[src/fsw_consts.vh]
// fsw_consts.vh: constants for the flash status register and write gating block
`ifndef FSW_CONSTS_VH
`define FSW_CONSTS_VH
// ------------------------------------------------------------
// status register bit positions
// ------------------------------------------------------------
`define FSW_BIT_BUSY 0
`define FSW_BIT_WEL 1
`define FSW_BIT_PL_LO 2
`define FSW_BIT_PL_HI 5
`define FSW_BIT_QE 6
`define FSW_BIT_LOCK 7
`define FSW_STATUS_RESET 8'h00
`define FSW_NV_RESET 6'h00
// ------------------------------------------------------------
// instruction codes
// ------------------------------------------------------------
`define FSW_CMD_SET_WEL 8'h06
`define FSW_CMD_CLR_WEL 8'h04
`define FSW_CMD_WRITE_STATUS_CMD 8'h01
`define FSW_CMD_RDSR 8'h05
`define FSW_CMD_RDERP 8'h81
`define FSW_CMD_RSTEN 8'h66
`define FSW_CMD_RST 8'h99
`define FSW_CMD_SUSPEND 8'h75
`define FSW_CMD_CHIP_ERASE_A 8'hc7
`define FSW_CMD_CHIP_ERASE_B 8'h60
`define FSW_CMD_SET_READ_PARAMS_VOLATILE_ALT 8'hc0
`define FSW_CMD_BANKV_ALT 8'h17
`define FSW_CMD_GANG_LOCK 8'h7e
`define FSW_CMD_GANG_UNLOCK 8'h98
// ------------------------------------------------------------
// operation lengths in base clock cycles
// ------------------------------------------------------------
`define FSW_PROG_CYCLES 2000
`define FSW_ERASE_CYCLES 4000
`define FSW_REG_CYCLES 1000
`endif

[src/fsw_link_sync.v]
// fsw_link_sync.v: two-stage synchroniser bank for the serial link pins
`timescale 1ns/1ps
module fsw_link_sync #(
   parameter WIDTH = 3
) (
   input wire clock,
   input wire reset,
   input wire [WIDTH-1:0] async_in,
   output wire [WIDTH-1:0] sync_out
);
   reg [WIDTH-1:0] stage1;
   reg [WIDTH-1:0] stage2;
   genvar i;
   generate
      for (i = 0; i < WIDTH; i = i + 1) begin : g_bit
         always @(posedge clock) begin
            if (reset) begin
               stage1[i] <= 1'b0;
               stage2[i] <= 1'b0;
            end else begin
               stage1[i] <= async_in[i];
               stage2[i] <= stage1[i];
            end
         end
      end
   endgenerate
   assign sync_out = stage2;
endmodule // fsw_link_sync

[src/fsw_status_gate.v]
// fsw_status_gate.v: status register, busy flag and write enable gating of a serial flash
// How it works
// RULE1: a status read repeats the same byte until chip select returns high; the code reloads the live status at each byte.
// RULE2: status byte holds busy, latch, four protect levels, quad enable, lock; resets zero.
// RULE3: busy is read only, high during the operation, cleared at its end always.
// RULE4: while busy, only status reads and resets are accepted.
// RULE5: suspend is also accepted while a program or erase runs.
// RULE6: the set-latch instruction sets the write enable latch.
// RULE7: the clear-latch instruction clears the write enable latch.
// RULE8: the latch clears itself when a write, program or erase completes; code keeps it after 7Eh, 98h, 63h, 83h, C5h, 4Ah, FBh, E1h, A6h, 91h.
// RULE9: gated write instructions are inhibited while the latch is clear.
// RULE10: a status write keeps the write enable latch set until the write completes, then clears it.
// RULE11: protect levels, quad enable and lock are written by the status write.
// RULE12: the nonvolatile copies of those bits start cleared.
// RULE13: page programs 02h, 32h, 38h need the latch.
// RULE14: four-byte page programs 12h, 34h, 3Eh need the latch.
// RULE15: sector and block erases D7h, 20h, 52h, D8h need the latch.
// RULE16: four-byte erases 21h, 5Ch, DCh need the latch.
// RULE17: whole-array erase C7h or 60h needs the latch.
// RULE18: function register and read-parameter sets 42h, 65h, 63h need the latch.
// RULE19: extended read-parameter sets and information row 85h, 83h, 64h, 62h need it.
// RULE20: bank register writes and learning pattern programs 18h, C5h, 43h, 4Ah need it.
// RULE21: sector protection writes, freeze, gang lock/unlock and password need the latch.
// RULE22: quad enable set drives the quad mode output high.
// RULE23: protect level bits drive the protection level output; zero protects nothing.
// RULE24: alternate codes C0h and 17h run without the latch.
// RULE25: lock set with write protect low makes status writes ignored.
// RULE26: whole-array erase is ignored unless all protect level bits are zero.
// RULE27: a refused gated instruction changes nothing and does not set busy.
`timescale 1ns/1ps
`include "fsw_consts.vh"
module fsw_status_gate #(
   parameter PROG_CYCLES = `FSW_PROG_CYCLES,
   parameter ERASE_CYCLES = `FSW_ERASE_CYCLES,
   parameter REG_CYCLES = `FSW_REG_CYCLES
) (
   input wire CLOCK,
   input wire RESET,
   input wire CHIP_SELECT_N,
   input wire SERIAL_CLOCK,
   input wire SERIAL_IN,
   input wire WRITE_PROTECT_N,
   output reg SERIAL_OUT,
   output reg SERIAL_OUT_ENABLE,
   output wire [7:0] STATUS,
   output wire QUAD_MODE,
   output wire [3:0] PROTECT_LEVEL,
   output reg SUSPEND_PULSE,
   output reg EXEC_PULSE,
   output reg [7:0] EXEC_OPCODE
);
   // ------------------------------------------------------------
   // decode helpers
   // ------------------------------------------------------------
   function needs_latch;
      input [7:0] op;
      begin
         case (op)
            8'h02, 8'h32, 8'h38: needs_latch = 1'b1; // RULE13
            8'h12, 8'h34, 8'h3e: needs_latch = 1'b1; // RULE14
            8'hd7, 8'h20, 8'h52, 8'hd8: needs_latch = 1'b1; // RULE15
            8'h21, 8'h5c, 8'hdc: needs_latch = 1'b1; // RULE16
            8'hc7, 8'h60: needs_latch = 1'b1; // RULE17
            8'h01, 8'h42, 8'h65, 8'h63: needs_latch = 1'b1; // RULE18
            8'h85, 8'h83, 8'h64, 8'h62: needs_latch = 1'b1; // RULE19
            8'h18, 8'hc5, 8'h43, 8'h4a: needs_latch = 1'b1; // RULE20
            8'hfb, 8'he1, 8'hfd, 8'he3, 8'he4, 8'h2f, 8'ha6, 8'h91: needs_latch = 1'b1; // RULE21
            8'h7e, 8'h98, 8'he8: needs_latch = 1'b1; // RULE21
            default: needs_latch = 1'b0; // RULE24
         endcase
      end
   endfunction

   // busy duration class: 0 none, 1 program, 2 erase, 3 register write
   function [1:0] op_class;
      input [7:0] op;
      begin
         case (op)
            8'h02, 8'h32, 8'h38, 8'h12, 8'h34, 8'h3e, 8'h62: op_class = 2'd1;
            8'hd7, 8'h20, 8'h52, 8'hd8, 8'h21, 8'h5c, 8'hdc, 8'hc7, 8'h60, 8'h64: op_class = 2'd2;
            8'h01, 8'h42, 8'h65, 8'h85, 8'h18, 8'hfd, 8'he3, 8'he4, 8'h2f, 8'he8: op_class = 2'd3;
            8'h43, 8'h7e, 8'h98: op_class = 2'd3;
            default: op_class = 2'd0;
         endcase
      end
   endfunction

   // ------------------------------------------------------------
   // link sampling and edge finding
   // ------------------------------------------------------------
   wire [3:0] pins_sync;
   fsw_link_sync #(
      .WIDTH(4)
   ) u_sync (
      .clock(CLOCK),
      .reset(RESET),
      .async_in({WRITE_PROTECT_N, SERIAL_IN, SERIAL_CLOCK, ~CHIP_SELECT_N}),
      .sync_out(pins_sync)
   );
   wire cs_active = pins_sync[0];
   wire sck = pins_sync[1];
   wire sdi = pins_sync[2];
   wire wp_n = pins_sync[3];
   reg sck_d;
   reg cs_d;
   wire sck_rise = cs_active & sck & ~sck_d;
   wire sck_fall = cs_active & ~sck & sck_d;
   wire cs_end = cs_d & ~cs_active;

   // ------------------------------------------------------------
   // state
   // ------------------------------------------------------------
   localparam ST_IDLE = 2'd0;
   localparam ST_DATA = 2'd1;
   localparam ST_READ = 2'd2;
   localparam ST_DONE = 2'd3;
   reg [1:0] state;
   reg [7:0] shift;
   reg [2:0] bit_cnt;
   reg [7:0] opcode;
   reg [7:0] wr_data;
   reg wr_have;
   reg [7:0] read_byte;
   reg busy;
   reg write_enable_latch;
   reg [5:0] nv_bits;
   reg [1:0] run_class;
   reg [12:0] run_cnt;
   reg clear_wel_at_end;

   assign STATUS = {nv_bits, write_enable_latch, busy}; // RULE2
   assign QUAD_MODE = nv_bits[4]; // RULE22
   assign PROTECT_LEVEL = nv_bits[3:0]; // RULE23

   wire [7:0] shifted = {shift[6:0], sdi};
   wire byte_done = sck_rise & (bit_cnt == 3'd7);
   wire status_locked = nv_bits[5] & ~wp_n; // RULE25

   // an instruction may start only when allowed in the busy state
   function busy_ok;
      input [7:0] op;
      input [1:0] cls;
      begin
         case (op)
            `FSW_CMD_RDSR, `FSW_CMD_RDERP, `FSW_CMD_RSTEN, `FSW_CMD_RST: busy_ok = 1'b1; // RULE4
            `FSW_CMD_SUSPEND: busy_ok = (cls == 2'd1) | (cls == 2'd2); // RULE5
            default: busy_ok = 1'b0;
         endcase
      end
   endfunction

   wire op_ok = ~busy | busy_ok(opcode, run_class);
   wire latch_ok = ~needs_latch(opcode) | write_enable_latch; // RULE9
   wire chip_erase = (opcode == `FSW_CMD_CHIP_ERASE_A) | (opcode == `FSW_CMD_CHIP_ERASE_B);
   wire erase_ok = ~chip_erase | (nv_bits[3:0] == 4'h0); // RULE26
   wire write_status_cmd_ok = (opcode != `FSW_CMD_WRITE_STATUS_CMD) | ~status_locked; // RULE25
   wire accept = op_ok & latch_ok & erase_ok & write_status_cmd_ok; // RULE27
   wire [1:0] cls_now = op_class(opcode);

   // ------------------------------------------------------------
   // serial shifter and instruction capture
   // ------------------------------------------------------------
   always @(posedge CLOCK) begin
      if (RESET) begin
         sck_d <= 1'b0;
         cs_d <= 1'b0;
         state <= ST_IDLE;
         shift <= 8'h00;
         bit_cnt <= 3'd0;
         opcode <= 8'h00;
         wr_data <= 8'h00;
         wr_have <= 1'b0;
         read_byte <= 8'h00;
         SERIAL_OUT <= 1'b0;
         SERIAL_OUT_ENABLE <= 1'b0;
      end else begin
         sck_d <= sck;
         cs_d <= cs_active;
         if (!cs_active) begin
            state <= ST_IDLE;
            bit_cnt <= 3'd0;
            SERIAL_OUT_ENABLE <= 1'b0;
         end else begin
            if (sck_rise) begin
               shift <= shifted;
               bit_cnt <= bit_cnt + 3'd1;
            end
            if (byte_done) begin
               case (state)
                  ST_IDLE: begin
                     opcode <= shifted;
                     wr_have <= 1'b0;
                     if (shifted == `FSW_CMD_RDSR) begin
                        state <= ST_READ;
                        read_byte <= STATUS;
                     end else begin
                        state <= ST_DATA;
                     end
                  end
                  ST_DATA: begin
                     if (!wr_have) begin
                        wr_data <= shifted;
                        wr_have <= 1'b1;
                     end
                     state <= ST_DONE;
                  end
                  ST_READ: begin
                     // reload the live value so a poll sees busy drop
                     read_byte <= STATUS; // RULE1
                  end
                  default: state <= ST_DONE;
               endcase
            end
            if (sck_fall && state == ST_READ) begin
               // wraps at eight bits, so status bytes keep coming until deselect
               SERIAL_OUT <= read_byte[3'd7 - bit_cnt]; // RULE1
               SERIAL_OUT_ENABLE <= 1'b1;
            end
         end
      end
   end

   // ------------------------------------------------------------
   // execution at deselect: latch, status write, busy timer
   // ------------------------------------------------------------
   always @(posedge CLOCK) begin
      if (RESET) begin
         busy <= 1'b0;
         write_enable_latch <= 1'b0;
         nv_bits <= `FSW_NV_RESET; // RULE12
         run_class <= 2'd0;
         run_cnt <= 13'd0;
         clear_wel_at_end <= 1'b0;
         SUSPEND_PULSE <= 1'b0;
         EXEC_PULSE <= 1'b0;
         EXEC_OPCODE <= 8'h00;
      end else begin
         SUSPEND_PULSE <= 1'b0;
         EXEC_PULSE <= 1'b0;
         if (busy) begin
            if (run_cnt == 13'd0) begin
               busy <= 1'b0; // RULE3
               run_class <= 2'd0;
               if (clear_wel_at_end)
                  write_enable_latch <= 1'b0; // RULE8
            end else begin
               run_cnt <= run_cnt - 13'd1;
            end
         end
         // instructions end at chip select high; a half-sent one is dropped
         if (cs_end && state != ST_IDLE && accept) begin
            EXEC_PULSE <= 1'b1;
            EXEC_OPCODE <= opcode;
            case (opcode)
               `FSW_CMD_SET_WEL: write_enable_latch <= 1'b1; // RULE6
               `FSW_CMD_CLR_WEL: write_enable_latch <= 1'b0; // RULE7
               `FSW_CMD_SUSPEND: begin
                  // with nothing running there is nothing to suspend
                  if (busy) begin
                     SUSPEND_PULSE <= 1'b1; // RULE5
                     busy <= 1'b0;
                     run_class <= 2'd0;
                  end
               end
               `FSW_CMD_WRITE_STATUS_CMD: begin
                  if (wr_have)
                     nv_bits <= wr_data[7:2]; // RULE11 RULE10
               end
               default: begin
               end
            endcase
            if (cls_now != 2'd0 && !(opcode == `FSW_CMD_WRITE_STATUS_CMD && !wr_have)) begin
               busy <= 1'b1; // RULE3
               run_class <= cls_now;
               // gang lock and unlock keep the latch; nonvolatile ops clear it
               clear_wel_at_end <= (opcode != `FSW_CMD_GANG_LOCK) &&
                  (opcode != `FSW_CMD_GANG_UNLOCK);
               case (cls_now)
                  2'd1: run_cnt <= PROG_CYCLES[12:0];
                  2'd2: run_cnt <= ERASE_CYCLES[12:0];
                  default: run_cnt <= REG_CYCLES[12:0];
               endcase
            end
         end
      end
   end
endmodule // fsw_status_gate

[config.mk]
export PLATFORM = sky130hd
export DESIGN_NAME = fsw_status_gate
export DESIGN_NICKNAME = d
export VERILOG_FILES = /design/src/fsw_link_sync.v /design/src/fsw_status_gate.v
export VERILOG_INCLUDE_DIRS = /design/src
export SDC_FILE = /design/constraint.sdc
export NUM_CORES = 1
export LEC_CHECK = 0
export BUFFER_PORTS_ARGS = -buffer_cell sky130_fd_sc_hd__buf_2
export CAP_MARGIN = 10
export CORE_UTILIZATION = 55
export DETAILED_ROUTE_END_ITERATION = 16
export GPL_TIMING_DRIVEN = 0
export HOLD_SLACK_MARGIN = 0.06
export MAX_ROUTING_LAYER = met4
export PLACE_DENSITY = 0.74
export REMOVE_ABC_BUFFERS = 1
export SLEW_MARGIN = 20
export SYNTH_ARGS = -nofsm -noshare
export SYNTH_HDL_FRONTEND = slang
export SYNTH_HIERARCHICAL = 1
export SYNTH_SLANG_ARGS = --single-unit
[constraint.sdc]
create_clock -name CLOCK -period 3.45 [get_ports CLOCK]
set_clock_uncertainty 0.15 [all_clocks]
set_input_delay 1.035 -clock CLOCK [delete_from_list [all_inputs] [get_ports CLOCK]]
set_output_delay 1.035 -clock CLOCK [all_outputs]
set_load 0.02 [all_outputs]
==> impl_metrics.ini, run 1 <==
[status]
run_status = finished clean

[finish]
area_growth_pct = 7.16
insertedDiodeCount = 0
final_util_pct = 61.4
fin_nets = 489
post_layout_nonfiller_instances = 578
drive_above_1_share_pct = 17.1

[critical_path]
cp-startpoint = opcode[0]
timing.critical_path.buf_inv = 0
cp_top_family = compound AO/OA/AOI/OAI gates
crit_fanout = 19
r2r_start = opcode[0]
worstPathCellList = and2b_1 > and4_1 > o21ai_1 > a31oi_1 > a41o_2 > nand2_4 > a221oi_2
critPathArrivalTime_ns = 3.42
ws_path_type = flop to flop
start_kind = flop
slowest_stage_cell_cp = sky130_fd_sc_hd__dfxtp_1
end_kind = flop
max_stage_delay_ns = 0.71
data_required_time_of_the_critical_path_ns = 3.57

[clock_tree]
clockRootBuffer = sky130_fd_sc_hd__clkbuf_8
clkTransAtPathRegs_ns = 0.09
cts-buffers-inserted = 9
clkLatencyLatePin_ns = 0.36
clock_sink_count = 81
ctsHtreeMaxLevel = 3
cts_buffer_depth = 2
post_cts_buffers = 0
cts_tree = built

[yosys]
yosys_warnings = 6
post_synthesis_sequential_area_ratio_pct = 38.8
synth_area_um2 = 4180
post_synth_inst_count = 471
synth.avg_cell_area_um2 = 8.87
synthArstFlopShare_pct = 0
dominantRegCellSynth = sky130_fd_sc_hd__dfxtp_1
post_synth_num_cell_types = 67
synth_enable_flop_cells = 0
yosys_register_bits = 81

[placed_design]
port_buffers = 30
post-dp-hpwl_um = 5870
pre_cts_ws_ns = -0.203
dpl.cell_count = 562
gp_congestion = 0.808

[timing]
timing.fmax_mhz = 303
slew_violations = 0
worst_hold_check_slack_ns = 0.291
report.final.setup_viol = 0
final_min_period_over_clock_period_pct = 95.6
setup_ws_ns = 0.152
grt_setup_unrepaired = false
max_slew.worst_pin.slew_ns = 0.957
period_needed_ns = 3.30
slew_headroom_pct = 36.1
hold_viol = 0

[global_route]
global_route_wire_length_before_repair_um = 14600
grt.total_usage_pct = 24.7
grt_remaining_overflow = 0
antenna_found_initial = 0
grt_max_degree = 76
number_of_global_route_vias_before_repair = 2988

[drt]
antenna_left = 0
detailedRoute.firstIterationViolations = 314
route.vias.total = 3466
routed_wirelength_um = 9340
detailedRoute.firstPassIterationCount = 7
drc = 0
routed_wire_length_per_instance_um = 16.2
route.detailed.vias_per_inst = 6.00

[die]
floorplan.die_area_um2 = 7950
floorplan.die.height_um = 89.2
dieWidth_um = 89.2
fp.coreArea_um2 = 7290
io_pins = 31
num_rows = 31
initial_core_util_pct = 57.3

[power_and_ir_drop]
power_per_cell_area_nw_per_um2 = 387
static-leakage-power_nw = 1.61
max-vdd-ir-drop_v = 0.000285

[worst_hold_path]
min_path_type = flop to flop
startpoint_of_the_worst_hold_path = u_sync/stage1[1]

[job]
max_cap_violations = 0
[synth_stat cells, drive strengths merged (3+ instances only)]
| library cell | number | area, um^2 |
|---|---|---|
| xor2 | 6 | 52.6 |
| inv | 16 | 60.1 |
| or4 | 3 | 22.5 |
| nand4b | 3 | 26.3 |
| a211oi | 11 | 118 |
| nand2 | 41 | 161 |
| a21oi | 32 | 160 |
| nor2 | 49 | 184 |
| ha | 8 | 100 |
| nor3b | 3 | 32.5 |
| dfxtp | 81 | 1620 |
| clkbuf | 7 | 26.3 |
| nor3 | 15 | 90.1 |
| nand3 | 20 | 100 |
| and4 | 4 | 37.5 |
| nand4 | 6 | 37.5 |
| and3b | 5 | 43.8 |
| nor4b | 7 | 82.6 |
| mux2i | 26 | 260 |
| nand2b | 4 | 25.0 |
| a31oi | 6 | 37.5 |
| and3 | 8 | 50.1 |
| buf | 31 | 209 |
| o211ai | 5 | 42.5 |
| nor4 | 6 | 50.0 |
| o21ai | 13 | 65.1 |
| xnor2 | 9 | 78.8 |
| nor2b | 15 | 93.8 |
[metrics by stage]
stage | setup TNS, ns | instance area [um^2] | total power (W)
6_report | 0 | 4480 | 0.00173
5_1_grt | 0 | 4480 | 0.00179
2_1_floorplan | 0 | 3940 | 0.000972
3_5_place_dp | -0.728 | 4220 | 0.000991
4_1_cts | 0 | 4450 | 0.00175
3_3_place_gp | -0.456 | 4220 | 0.000990
[registers in the layout, summed over array words and instances, names as in the netlist, 3 cells and up]
signal / count
EXEC_OPCODE: 8
bit_cnt: 3
nv_bits: 6
opcode: 8
read_byte: 8
run_cnt: 13
shift: 7
u_sync/stage1: 4
u_sync/sync_out: 4
wr_data: 6
[cells by family (layout without fill, tap and decap cells)]
group | Yosys count | after routing | share of synthesized area [%]
compound gates | 85 | 86 | 14.5
buf+inv | 54 | 61 | 7.07
simple gates | 200 | 200 | 26.8
flops | 81 | 81 | 38.8
xor+xnor | 15 | 15 | 3.14
fa+ha+maj | 8 | 8 | 2.40
mux | 28 | 28 | 7.31
[worst paths after layout]
path	to	slack, ns	cells after the start
max	run_class[1]	0.15	7
min	u_sync/sync_out[1]	0.29	1
max reg2reg	run_class[1]	0.15	7
min reg2reg	u_sync/sync_out[1]	0.29	1
[metal layers]
metal	track usage (%)	wire, um
met2	38.9	4430
met4	9.38	191
met3	4.89	521
met1	31.2	4200
met5	-	0
[report_power, final]
part           switching (W)  internal, W
sequential        0.00000312     0.000939
clock               0.000355     0.000407
combinational      0.0000192   0.00000725
[worst register-to-register path: cells and delay by family, from the launching register on]
family | cells | cell delay (ns)
AND/OR/NAND/NOR | 3 | 0.76
AO/OA/AOI/OAI | 4 | 1.59
flip-flops | 1 | 0.71
[cells in the final DEF, fill, tap and decap left out, drive strengths merged, types with 13 or more instances in the layout]
master and instances:
nor2 49, nor2b 15, buf 30, dfxtp 81, nand3 20, a21oi 32, nor3 15, o21ai 13
inv 18, nand2 41, mux2i 26
[timing repair]
item	CTS	global route
endpoints found under the hold margin	0	0
pin swaps	0	1
cloned	0	1
gates resized for setup	3	7
setup endpoints to repair	6	12
hold buffers	0	0
[cell type report]
| type | count | area, um^2 |
|---|---|---|
| Fill cell | 654 | 2810 |
| Inverter | 16 | 60.1 |
| Clock inverter | 6 | 90.1 |
| Tap cell | 99 | 124 |
| Multi-Input combinational cell | 337 | 2300 |
| Clock buffer | 9 | 124 |
| Sequential cell | 81 | 1630 |
| Timing Repair Buffer | 30 | 153 |
(Power assumes the default switching activity.)
==> run 2, diff against run 1 <==
Settings changed: CORE_ASPECT_RATIO from default to 0.6.
==> impl_metrics.ini, run 2 (synthesized netlist as in run 1, its figures left out) <==
[placed_design]
post-dp-hpwl_um = 6490
dpl.cell_count = 567
gp_congestion = 0.889
port_buffers = 30
pre_cts_ws_ns = -0.144

[drt]
drc = 0
detailedRoute.firstPassIterationCount = 5
antenna_left = 0
route.detailed.vias_per_inst = 5.99
detailedRoute.firstIterationViolations = 365
routed_wirelength_um = 9680
route.vias.total = 3494
routed_wire_length_per_instance_um = 16.6

[power_and_ir_drop]
power_per_cell_area_nw_per_um2 = 422
max-vdd-ir-drop_v = 0.000294
static-leakage-power_nw = 1.65

[die]
fp.coreArea_um2 = 7300
initial_core_util_pct = 57.3
io_pins = 31
dieWidth_um = 115
floorplan.die.height_um = 69.5
num_rows = 24
floorplan.die_area_um2 = 7960

[finish]
largest_register_ff_count = 13
area_growth_pct = 8.86
final_util_pct = 62.3
largest_register = run_cnt
ff_latch_area_um2 = 1630
post_layout_nonfiller_instances = 583
layout_commonest_cell = sky130_fd_sc_hd__dfxtp_1
drive_above_1_share_pct = 17.1
area_used_by_multi_input_combinational_logic_um2 = 2280
n_fill_cell = 631
fin_nets = 488
mostFrequentLayoutCells = 74 x sky130_fd_sc_hd__dfxtp_1, 48 x sky130_fd_sc_hd__nor2_1, 40 x sky130_fd_sc_hd__nand2_1
insertedDiodeCount = 0

[global_route]
global_route_wire_length_before_repair_um = 16400
grt_remaining_overflow = 0
number_of_global_route_vias_before_repair = 3178
grt_max_degree = 76
antenna_found_initial = 0
grt.total_usage_pct = 27.5

[timing]
timing.fmax_mhz = 310
setup_ws_ns = 0.228
period_needed_ns = 3.22
max_slew.worst_pin.slew_ns = 0.987
hold_viol = 0
slew_violations = 0
grt_setup_unrepaired = false
setup-tns-final_ns = 0
final_min_period_over_clock_period_pct = 93.4
slew_headroom_pct = 34.0
report.final.setup_viol = 0

[critical_path]
ws_path_type = flop to flop
data_required_time_of_the_critical_path_ns = 3.57
r2r_start = opcode[1]
regToRegEndpoint = run_class[0]
crit_fanout = 26
critPathArrivalTime_ns = 3.34
end_kind = flop
start_kind = flop
reg2reg_slack_ns = 0.23
cp-startpoint = opcode[1]
rr_worst_depth = 10

[clock_tree]
cts_tree = built
ctsHtreeMaxLevel = 3
clkLatencyLatePin_ns = 0.34
cts-buffers-inserted = 9
post_cts_buffers = 0
clock_sink_count = 81
cts_buffer_depth = 2
clockRootBuffer = sky130_fd_sc_hd__clkbuf_16
cts.hold.buffers_added = 0
clkTransAtPathRegs_ns = 0.06

[worst_hold_path]
holdPathStages = 1
startpoint_of_the_worst_hold_path = u_sync/stage1[1]
min_path_type = flop to flop
worstHoldEndpoint = u_sync/sync_out[1]

[status]
run_status = finished clean

[job]
max_cap_violations = 0
-- run 2: layout make-up --
type / instances / area share (%)
clock buffer: 10 / 5.03
clock inverter: 6 / 1.43
tap: 104 / 2.86
multi-input combinational: 336 / 50.2
inverter: 16 / 1.32
timing repair buffer: 30 / 3.36
sequential: 81 / 35.8
-- run 2: worst max-delay path by stage --
stage / endpoint / slack, ns
floorplan: run_class[0] / 0.56
global placement: run_cnt[3] / -0.11
detailed placement: run_cnt[3] / -0.14
CTS: run_cnt[3] / 0.12
global route: run_class[0] / 0.01
finish: run_class[0] / 0.23
-- run 2: metal layers --
| layer | global-route usage (%) | routed length [um] | vias to the layer above |
|---|---|---|---|
| li1 | - | - | 1687 |
| met1 | 39.8 | 4860 | 1666 |
| met2 | 36.6 | 3990 | 125 |
| met3 | 6.99 | 718 | 16 |
| met4 | 9.38 | 110 | 0 |
| met5 | - | 0 | - |
-- run 2: stage by stage --
stage,hold slack (ns),cell area (um^2),power [W]
floorplan,0.264,3940,0.000972
global placement,0.270,4220,0.000990
detailed placement,0.277,4230,0.000991
CTS,0.291,4530,0.00194
global route,0.310,4550,0.00198
finish,0.289,4550,0.00192
-- run 2: worst max-delay path: stages (launching register included) --
cell and delay, ns:
sky130_fd_sc_hd__dfxtp_2 0.64, sky130_fd_sc_hd__or4b_1 0.48, sky130_fd_sc_hd__o21ai_1 0.10, sky130_fd_sc_hd__nand4_1 0.20, sky130_fd_sc_hd__and3_1 0.23, sky130_fd_sc_hd__and2_1 0.22
sky130_fd_sc_hd__ha_1 0.22, sky130_fd_sc_hd__or2_2 0.40, sky130_fd_sc_hd__a31oi_1 0.20, sky130_fd_sc_hd__o21ai_0 0.14, sky130_fd_sc_hd__o211ai_2 0.17
-- run 2: where the power goes --
part | internal (W) | total (W) | switching (W)
clock network | 0.000563 | 0.000950 | 0.000387
registers | 0.000940 | 0.000943 | 0.00000301
logic | 0.00000725 | 0.0000263 | 0.0000191
total | 0.00151 | 0.00192 | 0.000409
-- run 2: what timing repair did --
| action | in CTS | in global routing |
|---|---|---|
| setup endpoints to repair | 7 | 12 |
| endpoints found under the hold margin | 0 | 0 |
| resized for setup | 3 | 8 |
==> run 3, diff against run 2 <==
Settings changed: CTS_BUF_LIST from default to sky130_fd_sc_hd__clkbuf_16.
==> impl_metrics.ini, run 3 (synthesized netlist as in run 1, its figures left out) <==
[status]
run_status = finished clean

[power_and_ir_drop]
post-layout-total-power_w = 0.00191
static-leakage-power_nw = 1.65
power_per_cell_area_nw_per_um2 = 421
seq_power_share_pct = 49.3
power_report.internal_total_w = 0.00151
max-vdd-ir-drop_v = 0.000294
power.share.combinational_pct = 1.4
share_of_total_power_consumed_by_net_switching_pct = 21.3
p_sw_w = 0.000407
clkPwrFrac_pct = 49.3

[critical_path]
start_kind = flop
data_required_time_of_the_critical_path_ns = 3.57
worstPathCellList = or4b_1 > o21ai_1 > nand4_1 > and3_1 > and2_1 > ha_1 > or2_2 > a31oi_1 > o21ai_0 > o211ai_2
max_stage_delay_ns = 0.64
crit_fanout = 26
ws_path_type = flop to flop
slowest_stage_cell_cp = sky130_fd_sc_hd__dfxtp_2
end_kind = flop
critPathArrivalTime_ns = 3.36

[timing]
period_needed_ns = 3.24
grt_setup_unrepaired = false
slew_violations = 0
setup-tns-final_ns = 0
slew_headroom_pct = 33.8
final_min_period_over_clock_period_pct = 93.9
setup_ws_ns = 0.211
report.final.setup_viol = 0
hold_viol = 0
max_slew.worst_pin.slew_ns = 0.991
timing.fmax_mhz = 309

[placed_design]
pre_cts_ws_ns = -0.144
placed_cell_area_um2 = 4230
port_buffers = 30
post-dp-hpwl_um = 6490
gp_congestion = 0.889

[clock_tree]
post_cts_buffers = 0
clockRootBuffer = sky130_fd_sc_hd__clkbuf_16
ctsHtreeMaxLevel = 3
cts_tree = built
ctsResizeCount = 3
cts_buffer_depth = 2
clock_sink_count = 81
clkTransAtPathRegs_ns = 0.06
clkLatencyLatePin_ns = 0.34
cts.hold.buffers_added = 0
cts-buffers-inserted = 9

[global_route]
number_of_global_route_vias_before_repair = 3181
grt.total_usage_pct = 27.5
global_route_wire_length_before_repair_um = 16400
grt_remaining_overflow = 0
grt_max_degree = 76
antenna_found_initial = 0

[job]
max_cap_violations = 0

[die]
fp.coreArea_um2 = 7300
floorplan.die_area_um2 = 7960
initial_core_util_pct = 57.3
dieWidth_um = 115
floorplan.die.height_um = 69.5
io_pins = 31
num_rows = 24

[worst_hold_path]
min_path_type = flop to flop

[finish]
drive_above_1_share_pct = 17.1
fin_nets = 488
largest_register_ff_count = 13
n_fill_cell = 631
area_used_by_multi_input_combinational_logic_um2 = 2280
area_growth_pct = 8.86
final_util_pct = 62.3
layout_commonest_cell = sky130_fd_sc_hd__dfxtp_1
final_design_area_no_fill_um2 = 4550
largest_register = run_cnt
mostFrequentLayoutCells = 74 x sky130_fd_sc_hd__dfxtp_1, 48 x sky130_fd_sc_hd__nor2_1, 40 x sky130_fd_sc_hd__nand2_1
ff_latch_area_um2 = 1630
insertedDiodeCount = 0

[drt]
route.vias.total = 3481
routed_wire_length_per_instance_um = 16.6
routed_wirelength_um = 9690
detailedRoute.firstIterationViolations = 355
antenna_left = 0
route.detailed.vias_per_inst = 5.97
detailedRoute.firstPassIterationCount = 5
drc = 0
==> run 3: path summary, 6_finish.rpt <==
check,startpoint,endpoint,slack [ns],depth (start not counted)
max,opcode[1],run_class[0],0.21,10
min,u_sync/stage1[3],u_sync/sync_out[3],0.29,1
max reg2reg,opcode[1],run_class[0],0.21,10
min reg2reg,u_sync/stage1[3],u_sync/sync_out[3],0.29,1
==> run 3: final cells by class <==
type                       count  area share [%]
sequential                    81            35.8
inverter                      16            1.32
multi-input combinational    336            50.2
clock inverter                 7            1.51
timing repair buffer          30            3.36
tap                          104            2.86
clock buffer                   9            4.95
==> run 3: power by group through the flow <==
stage	registers, W	logic (W)	clock network (W)
after floorplan	0.000963	0.00000844	0
after global placement	0.000964	0.0000259	0
after detailed placement	0.000964	0.0000265	0
after CTS	0.000943	0.0000266	0.000967
after global routing	0.000943	0.0000296	0.000999
final	0.000943	0.0000264	0.000945
==> run 3: through the flow <==
step                cells  hold WS (ns)
floorplan             433         0.264
global placement      567         0.270
detailed placement    567         0.277
CTS                   583         0.291
global route          583         0.310
finish                583         0.288
==> run 3: worst max-delay path, delay by kind of cell, from the launching register on <==
family | cells | cell delay (ns)
AOI/OAI and AO/OA | 4 | 0.61
adders and majority gates | 1 | 0.22
DFF | 1 | 0.64
and+or+nand+nor | 5 | 1.55
==> run 3: layer usage <==
layer  vias up  wire (um)  track usage, %
met5         -          0               -
met4         0        105            9.38
met3        14        725            6.99
met2       122       4000            36.8
met1      1662       4860            39.7
li1       1683          -               -
